### src/dpm_map.svh
// Register offsets, codes and reset values of the debug probe multiplexer.
// Contract
// RL1 - Selector 8 routes the carrier clock in every group; 9 to 15 reserved.
// RL2 - Timer group: 7,5,3 running flags T0..T2; 6,4,2 expiry flags; 1,0 reserved.
// RL3 - Card group: 7 clock fail; 6..3 Type A, 212k, 424k, Type B detection.
// RL4 - Card group: 2 end of frame, 1 decoded data, 0 data valid.
// RL5 - Transceive: 7 prefetch done, 6 prefetch request, 5 tx start, 4 rx enable.
// RL6 - Transceive: 3 waiting time expired; 2..0 transceive state bits two..zero.
// RL7 - Receive data: 7..4 front collision, end of data, valid, received data.
// RL8 - Receive data: 3 rx status, 2 receiving, 1 chain reset, 0 bit clock.
// RL9 - Receive error: 7 combined error, 6 long multi-frame length; 5..3 reserved.
// RL10 - Receive error: 2 collision, 1 protocol error, 0 integrity error.
// RL11 - Analog command 0x19 carries second pin selector first, then first pin.
// RL12 - Nothing reaches any pad unless the nonvolatile test enable is set.
// RL13 - Host waits for busy high after the analog command.
// RL14 - Analog 0..4: DAC level, Q, I, filtered Q, filtered I.
// RL15 - Analog 5: adaptive bit detection threshold.
// RL16 - Analog 6 filtered correlation, 7 raw correlation, 8 reserved.
// RL17 - Analog 9 phase correlation sum, A subcarrier presence correlation.
// RL18 - Group codes: 1D timer, 30 card, 58 transceive, 70 rx data, 73 rx error.
// RL19 - Pad nibble: 0 interrupt, 1 first aux, 2 second aux, 3 general output.
// RL20 - Test enable is bit 7 of the configuration byte at address 0x17.
// RL21 - A reserved selector drives the chosen output constantly low.
`ifndef DPM_MAP_SVH
`define DPM_MAP_SVH
`define DPM_REG_GROUP   8'h00
`define DPM_REG_POS     8'h04
`define DPM_REG_ANA     8'h08
`define DPM_REG_NVCFG   8'h0C
`define DPM_REG_STATUS  8'h10
`define DPM_CMD_DIGITAL 8'h18
`define DPM_CMD_ANALOG  8'h19
`define DPM_NV_ADDR     8'h17
`define DPM_NV_TEST_BIT 7
`define DPM_NV_RESET    8'h00
`define DPM_GRP_TIMER   8'h1D
`define DPM_GRP_CARD    8'h30
`define DPM_GRP_TRX     8'h58
`define DPM_GRP_RXD     8'h70
`define DPM_GRP_RXE     8'h73
`define DPM_SEL_CARRIER 4'h8
`define DPM_PADS        4
`define DPM_PAD_FIRST_AUXILIARY_PIN    2'h1
`define DPM_PAD_SECOND_AUXILIARY_PIN    2'h2
`define DPM_ANA_DAC     8'h00
`define DPM_ANA_RSVD    8'h08
`define DPM_ANA_PRESENT 8'h0A
`define DPM_BUSY_CYC    3'h4
`define DPM_RESP_OKAY   2'h0
`define DPM_RESP_SLVERR 2'h2
`endif

### src/dpm_pkg.sv
// Types carried on the ports of the debug probe multiplexer.
package dpm_pkg;
  typedef struct packed {
    logic        awvalid;
    logic [7:0]  awaddr;
    logic        wvalid;
    logic [31:0] wdata;
    logic [3:0]  wstrb;
    logic        bready;
    logic        arvalid;
    logic [7:0]  araddr;
    logic        rready;
  } dpm_axi_req_t;
  typedef struct packed {
    logic        awready;
    logic        wready;
    logic        bvalid;
    logic [1:0]  bresp;
    logic        arready;
    logic        rvalid;
    logic [31:0] rdata;
    logic [1:0]  rresp;
  } dpm_axi_rsp_t;
  typedef struct packed {
    logic [2:0] tmr_run;
    logic [2:0] tmr_exp;
    logic       cm_clk_fail;
    logic       cm_type_a;
    logic       cm_m212;
    logic       cm_m424;
    logic       cm_type_b;
    logic       cm_eof;
    logic       cm_data;
    logic       cm_valid;
    logic       trx_fetch_done;
    logic       trx_fetch_req;
    logic       trx_tx_start;
    logic       trx_rx_en;
    logic       trx_wait_exp;
    logic [2:0] trx_state;
    logic       rxd_coll;
    logic       rxd_eod;
    logic       rxd_valid;
    logic       rxd_data;
    logic       rxd_active;
    logic       rxd_receiving;
    logic       rxd_chain_rst;
    logic       rxd_bitclk;
    logic       rxe_any;
    logic       rxe_multi_len;
    logic       rxe_coll;
    logic       rxe_proto;
    logic       rxe_integrity;
  } dpm_probe_t;
endpackage : dpm_pkg

### src/dpm_top.sv
// Debug probe multiplexer with an AXI4-Lite register slave.
//
// Chosen here: the AXI4-Lite interface to the registers and the register addresses.
`timescale 1ns/100ps
`default_nettype none
`include "dpm_map.svh"
module dpm_top (
  input  wire logic                  ref_clk,
  input  wire logic                  rst,
  input  wire dpm_pkg::dpm_axi_req_t axi_req,
  output var  dpm_pkg::dpm_axi_rsp_t axi_rsp,
  input  wire dpm_pkg::dpm_probe_t   probe,
  input  wire logic                  rf_carrier,
  output logic [`DPM_PADS-1:0]       pad_probe,
  output logic [`DPM_PADS-1:0]       pad_claim,
  output logic [3:0]                 first_auxiliary_pin_ana_sel,
  output logic [3:0]                 second_auxiliary_pin_ana_sel,
  output logic                       first_auxiliary_pin_ana_en,
  output logic                       second_auxiliary_pin_ana_en,
  output logic                       busy
);
  import dpm_pkg::*;

  function automatic logic probe_bit(
    input logic [7:0] grp,
    input logic [3:0] sel,
    input dpm_probe_t p,
    input logic       clk
  );
    logic [7:0] v;
    v = 8'h00;
    case (grp)
      // RL2 timer group map
      `DPM_GRP_TIMER:
        v = {p.tmr_run[0], p.tmr_exp[0], p.tmr_run[1], p.tmr_exp[1],
             p.tmr_run[2], p.tmr_exp[2], 2'h0};
      // RL3 RL4 card group map
      `DPM_GRP_CARD:
        v = {p.cm_clk_fail, p.cm_type_a, p.cm_m212, p.cm_m424,
             p.cm_type_b, p.cm_eof, p.cm_data, p.cm_valid};
      // RL5 RL6 transceive group map
      `DPM_GRP_TRX:
        v = {p.trx_fetch_done, p.trx_fetch_req, p.trx_tx_start,
             p.trx_rx_en, p.trx_wait_exp, p.trx_state};
      // RL7 RL8 receive data group map
      `DPM_GRP_RXD:
        v = {p.rxd_coll, p.rxd_eod, p.rxd_valid, p.rxd_data,
             p.rxd_active, p.rxd_receiving, p.rxd_chain_rst, p.rxd_bitclk};
      // RL9 RL10 receive error group map
      `DPM_GRP_RXE:
        v = {p.rxe_any, p.rxe_multi_len, 3'h0,
             p.rxe_coll, p.rxe_proto, p.rxe_integrity};
      default:
        v = 8'h00;
    endcase
    // RL1 RL21 carrier and reserved codes
    if (sel == `DPM_SEL_CARRIER)
      probe_bit = clk;
    else if (sel > `DPM_SEL_CARRIER)
      probe_bit = 1'b0;
    else
      probe_bit = v[sel[2:0]];
  endfunction : probe_bit

  // RL14 RL15 RL16 RL17 valid analog codes
  function automatic logic ana_ok(input logic [7:0] code);
    ana_ok = (code <= `DPM_ANA_PRESENT) && (code != `DPM_ANA_RSVD);
  endfunction : ana_ok

  logic                  awready_ff;
  logic                  wready_ff;
  logic                  bvalid_ff;
  logic [1:0]            bresp_ff;
  logic                  arready_ff;
  logic                  rvalid_ff;
  logic [31:0]           rdata_ff;
  logic [1:0]            rresp_ff;
  logic                  aw_hold_ff;
  logic                  w_hold_ff;
  logic [7:0]            aw_addr_ff;
  logic [31:0]           w_data_ff;
  logic [3:0]            w_strb_ff;
  logic [7:0]            grp_ff;
  logic [31:0]           pos_ff;
  logic [7:0]            ana1_ff;
  logic [7:0]            ana2_ff;
  logic                  ana1_vld_ff;
  logic                  ana2_vld_ff;
  logic [7:0]            nv_cfg_ff;
  logic [7:0]            last_cmd_ff;
  logic [2:0]            busy_cnt_ff;
  logic                  busy_ff;
  logic [7:0]            pad_grp_ff [`DPM_PADS];
  logic [3:0]            pad_sel_ff [`DPM_PADS];
  logic [`DPM_PADS-1:0]  pad_vld_ff;
  logic [`DPM_PADS-1:0]  pad_probe_ff;
  logic [`DPM_PADS-1:0]  pad_claim_ff;
  logic [3:0]            first_auxiliary_pin_sel_ff;
  logic [3:0]            second_auxiliary_pin_sel_ff;
  logic                  first_auxiliary_pin_en_ff;
  logic                  second_auxiliary_pin_en_ff;
  logic                  rf_s1_ff;
  logic                  rf_s2_ff;
  logic                  rf_s3_ff;
  logic                  clk13_ff;

  wire aw_take = axi_req.awvalid & awready_ff;
  wire w_take  = axi_req.wvalid & wready_ff;
  wire ar_take = axi_req.arvalid & arready_ff;
  wire do_wr   = aw_hold_ff & w_hold_ff & ~bvalid_ff;
  wire nxt_aw_hold = aw_take | (aw_hold_ff & ~do_wr);
  wire nxt_w_hold  = w_take | (w_hold_ff & ~do_wr);
  wire nxt_bvalid  = do_wr | (bvalid_ff & ~axi_req.bready);
  wire nxt_rvalid  = ar_take | (rvalid_ff & ~axi_req.rready);

  wire wr_group = do_wr & (aw_addr_ff == `DPM_REG_GROUP);
  wire wr_pos   = do_wr & (aw_addr_ff == `DPM_REG_POS);
  wire wr_ana   = do_wr & (aw_addr_ff == `DPM_REG_ANA);
  wire wr_nv    = do_wr & (aw_addr_ff == `DPM_REG_NVCFG);
  wire wr_hit   = wr_group | wr_pos | wr_ana | wr_nv |
                  (aw_addr_ff == `DPM_REG_STATUS);
  wire wr_cmd   = wr_pos | wr_ana;

  // RL20 enable bit of the configuration byte
  wire test_en = nv_cfg_ff[`DPM_NV_TEST_BIT];

  wire [7:0] ra = axi_req.araddr;
  wire rd_hit = (ra == `DPM_REG_GROUP) | (ra == `DPM_REG_POS) |
                (ra == `DPM_REG_ANA) | (ra == `DPM_REG_NVCFG) |
                (ra == `DPM_REG_STATUS);
  wire [31:0] st_word = {16'h0000, last_cmd_ff, pad_claim_ff,
                         2'h0, busy_ff, test_en};
  wire [31:0] rd_word =
    (ra == `DPM_REG_GROUP)  ? {24'h000000, grp_ff} :
    (ra == `DPM_REG_POS)    ? pos_ff :
    (ra == `DPM_REG_ANA)    ? {16'h0000, ana1_ff, ana2_ff} :
    (ra == `DPM_REG_NVCFG)  ? {24'h000000, nv_cfg_ff} :
    (ra == `DPM_REG_STATUS) ? st_word : 32'h00000000;

  logic [`DPM_PADS-1:0] nxt_pad_probe;
  genvar gi;
  generate
    for (gi = 0; gi < `DPM_PADS; gi++)
    begin : g_pad
      // RL12 pads stay low without test enable
      assign nxt_pad_probe[gi] = test_en & pad_vld_ff[gi] &
        probe_bit(pad_grp_ff[gi], pad_sel_ff[gi], probe, clk13_ff);
    end
  endgenerate

  always_ff @(posedge ref_clk)
  begin
    if (rst)
    begin
      aw_hold_ff <= 1'b0;
      w_hold_ff  <= 1'b0;
      awready_ff <= 1'b0;
      wready_ff  <= 1'b0;
      bvalid_ff  <= 1'b0;
      arready_ff <= 1'b0;
      rvalid_ff  <= 1'b0;
    end
    else
    begin
      aw_hold_ff <= nxt_aw_hold;
      w_hold_ff  <= nxt_w_hold;
      awready_ff <= ~nxt_aw_hold & ~nxt_bvalid;
      wready_ff  <= ~nxt_w_hold & ~nxt_bvalid;
      bvalid_ff  <= nxt_bvalid;
      arready_ff <= ~nxt_rvalid & ~ar_take;
      rvalid_ff  <= nxt_rvalid;
    end
  end

  // Payload registers need no reset; they are only read behind a valid.
  always_ff @(posedge ref_clk)
  begin
    if (aw_take)
      aw_addr_ff <= axi_req.awaddr;
    if (w_take)
    begin
      w_data_ff <= axi_req.wdata;
      w_strb_ff <= axi_req.wstrb;
    end
    if (do_wr)
      bresp_ff <= wr_hit ? `DPM_RESP_OKAY : `DPM_RESP_SLVERR;
    if (ar_take)
    begin
      rdata_ff <= rd_word;
      rresp_ff <= rd_hit ? `DPM_RESP_OKAY : `DPM_RESP_SLVERR;
    end
  end

  always_ff @(posedge ref_clk)
  begin
    if (rst)
    begin
      grp_ff      <= 8'h00;
      pos_ff      <= 32'h00000000;
      ana1_ff     <= `DPM_ANA_DAC;
      ana2_ff     <= `DPM_ANA_DAC;
      ana1_vld_ff <= 1'b0;
      ana2_vld_ff <= 1'b0;
      nv_cfg_ff   <= `DPM_NV_RESET;
      last_cmd_ff <= 8'h00;
      pad_vld_ff  <= '0;
      for (int i = 0; i < `DPM_PADS; i++)
      begin
        pad_grp_ff[i] <= 8'h00;
        pad_sel_ff[i] <= 4'h0;
      end
    end
    else
    begin
      if (wr_group && w_strb_ff[0])
        grp_ff <= w_data_ff[7:0];
      if (wr_nv && w_strb_ff[0])
        nv_cfg_ff <= w_data_ff[7:0];
      if (wr_pos)
      begin
        pos_ff      <= w_data_ff;
        last_cmd_ff <= `DPM_CMD_DIGITAL;
        // RL19 RL18 each strobed byte claims its pad
        for (int b = 0; b < 4; b++)
        begin
          if (w_strb_ff[b] && w_data_ff[8*b+4 +: 4] < 4'(`DPM_PADS))
          begin
            pad_vld_ff[w_data_ff[8*b+4 +: 2]] <= 1'b1;
            pad_grp_ff[w_data_ff[8*b+4 +: 2]] <= grp_ff;
            pad_sel_ff[w_data_ff[8*b+4 +: 2]] <= w_data_ff[8*b +: 4];
            if (w_data_ff[8*b+4 +: 2] == `DPM_PAD_FIRST_AUXILIARY_PIN)
              ana1_vld_ff <= 1'b0;
            if (w_data_ff[8*b+4 +: 2] == `DPM_PAD_SECOND_AUXILIARY_PIN)
              ana2_vld_ff <= 1'b0;
          end
        end
      end
      if (wr_ana)
      begin
        last_cmd_ff <= `DPM_CMD_ANALOG;
        // RL11 low byte is the second pin, next byte the first
        if (w_strb_ff[0])
        begin
          ana2_ff                  <= w_data_ff[7:0];
          ana2_vld_ff              <= 1'b1;
          pad_vld_ff[`DPM_PAD_SECOND_AUXILIARY_PIN] <= 1'b0;
        end
        if (w_strb_ff[1])
        begin
          ana1_ff                  <= w_data_ff[15:8];
          ana1_vld_ff              <= 1'b1;
          pad_vld_ff[`DPM_PAD_FIRST_AUXILIARY_PIN] <= 1'b0;
        end
      end
    end
  end

  // RL13 busy rises after every command so the host can pace itself
  always_ff @(posedge ref_clk)
  begin
    if (rst)
    begin
      busy_cnt_ff <= 3'h0;
      busy_ff     <= 1'b0;
    end
    else if (wr_cmd)
    begin
      busy_cnt_ff <= `DPM_BUSY_CYC;
      busy_ff     <= 1'b1;
    end
    else
    begin
      busy_cnt_ff <= (busy_cnt_ff != 3'h0) ? busy_cnt_ff - 3'h1 : 3'h0;
      busy_ff     <= busy_cnt_ff > 3'h1;
    end
  end

  // The carrier is sampled at 25 MHz, so the pad shows an aliased copy only.
  always_ff @(posedge ref_clk)
  begin
    if (rst)
    begin
      rf_s1_ff <= 1'b0;
      rf_s2_ff <= 1'b0;
      rf_s3_ff <= 1'b0;
      clk13_ff <= 1'b0;
    end
    else
    begin
      rf_s1_ff <= rf_carrier;
      rf_s2_ff <= rf_s1_ff;
      rf_s3_ff <= rf_s2_ff;
      if (rf_s2_ff == rf_s3_ff)
        clk13_ff <= rf_s3_ff;
    end
  end

  always_ff @(posedge ref_clk)
  begin
    if (rst)
    begin
      pad_probe_ff <= '0;
      pad_claim_ff <= '0;
      first_auxiliary_pin_sel_ff  <= 4'h0;
      second_auxiliary_pin_sel_ff  <= 4'h0;
      first_auxiliary_pin_en_ff   <= 1'b0;
      second_auxiliary_pin_en_ff   <= 1'b0;
    end
    else
    begin
      pad_probe_ff <= nxt_pad_probe;
      // RL12 claims and analog routes need test enable
      pad_claim_ff <= pad_vld_ff & {`DPM_PADS{test_en}};
      first_auxiliary_pin_sel_ff  <= ana1_ff[3:0];
      second_auxiliary_pin_sel_ff  <= ana2_ff[3:0];
      // RL21 reserved analog codes leave the pin undriven
      first_auxiliary_pin_en_ff   <= test_en & ana1_vld_ff & ana_ok(ana1_ff);
      second_auxiliary_pin_en_ff   <= test_en & ana2_vld_ff & ana_ok(ana2_ff);
    end
  end

  assign axi_rsp.awready = awready_ff;
  assign axi_rsp.wready  = wready_ff;
  assign axi_rsp.bvalid  = bvalid_ff;
  assign axi_rsp.bresp   = bresp_ff;
  assign axi_rsp.arready = arready_ff;
  assign axi_rsp.rvalid  = rvalid_ff;
  assign axi_rsp.rdata   = rdata_ff;
  assign axi_rsp.rresp   = rresp_ff;
  assign pad_probe       = pad_probe_ff;
  assign pad_claim       = pad_claim_ff;
  assign first_auxiliary_pin_ana_sel    = first_auxiliary_pin_sel_ff;
  assign second_auxiliary_pin_ana_sel    = second_auxiliary_pin_sel_ff;
  assign first_auxiliary_pin_ana_en     = first_auxiliary_pin_en_ff;
  assign second_auxiliary_pin_ana_en     = second_auxiliary_pin_en_ff;
  assign busy            = busy_ff;
endmodule : dpm_top
`default_nettype wire

### config.mk
export PLATFORM = sky130hd
export DESIGN_NAME = dpm_top
export DESIGN_NICKNAME = d
export VERILOG_FILES = /design/src/dpm_pkg.sv /design/src/dpm_top.sv
export VERILOG_INCLUDE_DIRS = /design/src /design/src/src
export SDC_FILE = /design/constraint.sdc
export NUM_CORES = 1
export LEC_CHECK = 0
export ABC_AREA = 1
export BUFFER_PORTS_ARGS = -buffer_cell sky130_fd_sc_hd__buf_2
export CAP_MARGIN = 20
export CORE_MARGIN = 2
export CORE_UTILIZATION = 50
export CTS_BUF_LIST = sky130_fd_sc_hd__clkbuf_16
export DETAILED_ROUTE_END_ITERATION = 7
export PLACE_DENSITY_LB_ADDON = 0.25
export SYNTH_ARGS = -nofsm -noshare
export SYNTH_HDL_FRONTEND = slang
export SYNTH_SLANG_ARGS = --single-unit
### constraint.sdc
create_clock -name ref_clk -period 2.2 [get_ports ref_clk]
set_input_delay 0 -clock ref_clk [delete_from_list [all_inputs] [get_ports ref_clk]]
set_output_delay 0 -clock ref_clk [all_outputs]
set_load 0.01 [all_outputs]
# Word-level counts from Yosys, hierarchy flattened
# Memories as Yosys holds them, arrays and structs flattened.
# Index checks and enable logic that the tools add are counted.
[classes] n_addsub=1 n_mul=0 div=0 n_lt_le_gt_ge=23 n_eq_ne=43 shift=0 mux=122 bitwise=56 reduce_logical=27
[op_table] operator="8-bit one-hot mux with 5 select lines" count=4
[op_table] operator="8-bit by 7-bit equality test with 1-bit output, second input constant" count=12
[op_table] operator="1-bit two-way mux" count=71
[op_table] operator="4-bit two-way mux" count=14
[op_table] operator="8-bit by 5-bit equality test with 1-bit output, second input constant" count=6
[op_table] operator="8-bit two-way mux" count=5
[op_table] operator="8-bit by 4-bit equality test with 1-bit output, second input constant" count=4
[op_table] operator="8-bit by 6-bit equality test with 1-bit output, second input constant" count=4
[op_table] operator="32-bit two-way mux" count=1
[op_table] operator="8-bit OR reduction" count=4
[op_table] operator="1-bit bitwise AND" count=28
[op_table] operator="13-bit two-way mux" count=2
[op_table] operator="2-bit two-way mux" count=11
[op_table] operator="4-bit equality test, second input constant" count=4
[op_table] operator="8-bit by 3-bit equality test with 1-bit output, second input constant" count=2
[op_table] operator="4-bit > comparator, second input constant" count=4
[op_table] operator="8-bit by 4-bit less-or-equal comparator with 1-bit output, second input constant" count=2
[op_table] operator="8-bit zero test" count=2
[op_table] operator="3-bit by 4-bit < comparator with 1-bit output, second input constant" count=4
[op_table] operator="4-bit by 3-bit < comparator with 1-bit output, second input constant" count=4
[op_table] operator="16-bit two-way mux" count=1
[op_table] operator="8-bit by 4-bit inequality test with 1-bit output, second input constant" count=2
[op_table] operator="4-bit bitwise OR" count=4
[op_table] operator="4-bit OR reduction" count=4
[op_table] operator="other kinds (19)" count=73
[totals] ff_bits=186 latch_bits=0 ramBits=48 rom_bits=0 in_bits=95 out_inout_bits=60 elab_cells=311 memories=2
[memory_table] name="pad_grp_ff" words=4 word_bits=8 read_ports=4 rd_clocked_by_memory_dff=0 write_ports=4 line_no="dpm_top.sv:93" text="logic [7:0] pad_grp_ff [`DPM_PADS];"
[memory_table] name="pad_sel_ff" words=4 word_bits=4 read_ports=4 rd_clocked_by_memory_dff=0 write_ports=4 line_no="dpm_top.sv:94" text="logic [3:0] pad_sel_ff [`DPM_PADS];"

# Logic depth before layout (Yosys ltp)
[logic_depth] depth_word=21 mapped_depth=17 ltp_nobuf=16

# Least setup slack after synthesis
# No wires, ideal clock.
[synth_path] kind="register -> register" startpoint="reg aw_addr_ff[2]" endpoint="mem pad_grp_ff[0][0], enable pin" t_arrival_ns=1.749 required_time_ns=1.856 path_slack_ns=0.107 path_stages_with_launch=10 path_buffers=1 path_cell_list="edfxtp_1 -> inv_1 -> nor3_4 -> nand2_4 -> inv_4 -> nand2_2 -> buf_6 -> nor2_8 -> nor4_4 -> nand2_1"
[synth_lines] element="start, declared" line_no="dpm_top.sv:80" text="logic [7:0] aw_addr_ff;"
[synth_lines] element="start signal, assigned" line_no="dpm_top.sv:179" text="aw_addr_ff <= axi_req.awaddr;"
[synth_lines] element="end, declared" line_no="dpm_top.sv:93"

==> flow_metrics.py <==
metrics = {
    "yosys": {
        "synth_warnings": 0,
        "syn_inst": 1407,
        "yosys.cell_types.count": 40,
        "syn_area_per_cell_sq_um": 7.905,
        "synth.cell_area_sq_um": 11120,
        "ys_seq_elements": 231,
        "seq_area_frac_synth_pct": 52.92,
    },
    "critical_path": {
        "cp_max_fo": 7,
        "ff2ff_path_depth": 17,
        "start_kind": "register",
        "cp-end-kind": "register",
        "critPathKind": "register to register",
        "critical_path_required_ns": 2.47,
        "cp.arrival_ns": 2.36,
    },
    "clocking": {
        "cts_buffer_depth": 3,
        "cts-buffers-inserted": 23,
        "clkTransAtPathRegs_ns": 0.07,
        "h-tree-depth": 1,
        "clk_latency_ns": 0.52,
        "root_buffer": "clkbuf_16",
        "cts_tree": "built",
        "cts_sinks": 231,
    },
    "floorplan": {
        "die_x_um": 153.1,
        "fp.dieArea_sq_um": 23450,
        "initial_core_util_pct": 50.96,
        "num_rows": 54,
        "fp.coreArea_sq_um": 21820,
        "die_y_um": 153.1,
        "ios": 155,
    },
    "cells_and_area": {
        "multiInputGateArea_sq_um": 4344,
        "syn2layout_area_growth_pct": 23.69,
        "stdcell_count": 1945,
        "antennaDiodeCount": 0,
        "fill_cells": 1888,
        "final_cell_mix": "nand2_1 (329), inv_1 (204), nor2_1 (191)",
        "layout_commonest_cell": "nand2_1",
        "final_layout_size_suffix_gt1_share_pct": 16.64,
        "seq_area_sq_um": 5886,
        "final_nets": 1746,
    },
    "grt": {
        "antenna_found_initial": 0,
        "overflow": 0,
        "grt_pass1_vias": 9555,
        "grt_pass1_wl_um": 49740,
        "grt_max_degree": 64,
        "grt_use_total_pct": 26.50,
    },
    "pwr": {
        "ir_worst_vdd_mv": 0.6704,
        "p_leak_nw": 6.073,
        "powerDensity_nw_per_um2": 660.7,
    },
    "timing": {
        "rsz0062_at_grt": "yes",
        "fmax_mhz": 478.6,
        "max_slew.worst_pin.slew_ns": 0.5988,
        "slew_headroom_pct": 60.08,
        "setup_viol": 0,
        "clock_skew_ns": 0.01328,
        "whs_ns": 0.04514,
        "fin_crit_sh_pct": 94.98,
        "hold_viol": 0,
        "slew_viol_final": 0,
        "fin_crit_ns": 2.089,
    },
    "routing": {
        "drtIter0Drc": 691,
        "drc": 0,
        "wl_um": 31720,
        "vias": 10120,
        "wl_met2_um": 15110,
        "wl_met1_um": 13690,
        "dr.pass1.iters": 5,
        "drtAntennaViolNets": 0,
        "dr_wl_met3_um": 2115,
        "wire_per_inst_um": 16.31,
        "viasPerCell": 5.202,
        "top_layer_used": "met4",
    },
    "min_path": {
        "whs_path_depth": 7,
        "hp-class": "input port to register",
    },
    "place": {
        "dp_hpwl_um": 22890,
        "portBuffers": 152,
        "dp_cells": 1846,
        "gp_congestion": 0.9661,
    },
    "run_status": {
        "outcome": "finished clean",
    },
    "run": {
        "drv_cap": 0,
    },
}
Yosys cell counts (all sizes together):
cell	n	share of area, %
clkinv	3	0.15
nor3	31	1.7
a21oi	73	3.3
nand3	139	6.3
a31oi	6	0.34
inv	203	6.9
o211ai	4	0.27
clkbuf	21	0.71
or3	1	0.056
o21bai	1	0.068
a32oi	1	0.079
xor2	1	0.079
and3	1	0.056
o21ai	96	4.3
nor2	208	7.9
conb	1	0.034
nor4	1	0.19
edfxtp	126	34
nand4	10	0.62
nand3b	2	0.13
dfxtp	105	19
a211oi	8	0.54
ha	3	0.34
o22ai	1	0.056
a221oi	5	0.39
nand2	339	12
buf	17	1.0
where the power goes:
group	switching, mW	internal, mW
clock	1.63	1.98
combinational	0.413	0.277
sequential	0.106	4.69
cell type report:
class / instances / share of cell area [%]
sequential: 231 / 42.78
multi-input combinational: 933 / 31.58
timing repair buffer: 253 / 12.34
inverter: 206 / 5.730
clock buffer: 24 / 4.366
tap: 280 / 2.547
clock inverter: 18 / 0.6548
registers in the layout, indices dropped and copies added, names as in the netlist, 2 cells and up:
name and count:
pad_vld_ff 4, pos_ff 32, pad_claim 4, busy_cnt_ff 3
pad_grp_ff 32, ana2_ff 8, last_cmd_ff 2, nv_cfg_ff 8
w_strb_ff 4, ana1_ff 8, grp_ff 8, pad_sel_ff 16
first_auxiliary_pin_ana_sel 4, second_auxiliary_pin_ana_sel 4, w_data_ff 32, rdata_ff 32
aw_addr_ff 8, pad_probe 4
per-stage QoR:
step / setup TNS (ns) / area, sq um / utilization (%) / total power [mW] / worst slack (ns)
global placement: 0 / 12390 / 56.77 / 5.464 / 0.1845
floorplan: 0 / 11130 / - / 5.186 / 0.1069
detailed placement: 0 / 12390 / 56.77 / 5.478 / 0.1107
CTS: 0 / 13600 / 62.32 / 9.128 / 0.08624
global route: -0.2192 / 13760 / 63.04 / 9.413 / -0.05378
finish: 0 / 13760 / 63.04 / 9.089 / 0.1105
logic make-up (layout without fill, tap and decap cells):
logic type      count (synthesis)  in the layout  share of synthesized area [%]
compound gates                195            195                          9.349
simple gates                  732            732                          28.55
fa+ha+maj                       3              3                         0.3375
buf+inv                       244            501                          8.730
flops                         231            231                          52.92
xor+xnor                        1              1                        0.07876
other cells                     1              2                        0.03372
worst paths after layout:
kind	from	endpoint	slack [ns]
max reg2reg	aw_addr_ff[7]$_DFFE_PP_	pad_sel_ff[3][1]$_DFFE_PP_	0.11
max	aw_addr_ff[7]$_DFFE_PP_	pad_sel_ff[3][1]$_DFFE_PP_	0.11
min reg2reg	rf_s1_ff$_SDFF_PP0_	rf_s2_ff$_SDFF_PP0_	0.42
min	probe[27]	pad_probe[2]$_SDFF_PP0_	0.05
what timing repair did:
action | 4_1_cts | 5_1_grt
setup buffers | 0 | 4
hold endpoints to repair | 61 | 0
hold buffers | 52 | 0
setup endpoints to repair | 0 | 52
resized for setup | 0 | 32
critical path, stage by stage, from the launching register on:
cell and delay [ns]:
edfxtp_1 0.40, inv_1 0.07, nand2_1 0.06, nor2_2 0.13
nand2_2 0.11, nor2_8 0.19, nand2_4 0.07, inv_4 0.08
nand2_8 0.08, buf_12 0.17, clkinv_8 0.06, nand2_8 0.06
nand2_1 0.06, o21ai_1 0.06, nand2_1 0.06, nand2_1 0.06
nand2_1 0.06, nand2_1 0.05
metal layers:
layer  up-vias  GRT usage, %
met5         -             0
met1      4616         36.35
met4         0         7.716
met3        59         3.572
li1       5050             -
met2       393         44.18
Note: power is estimated with default switching activity, not from simulation.
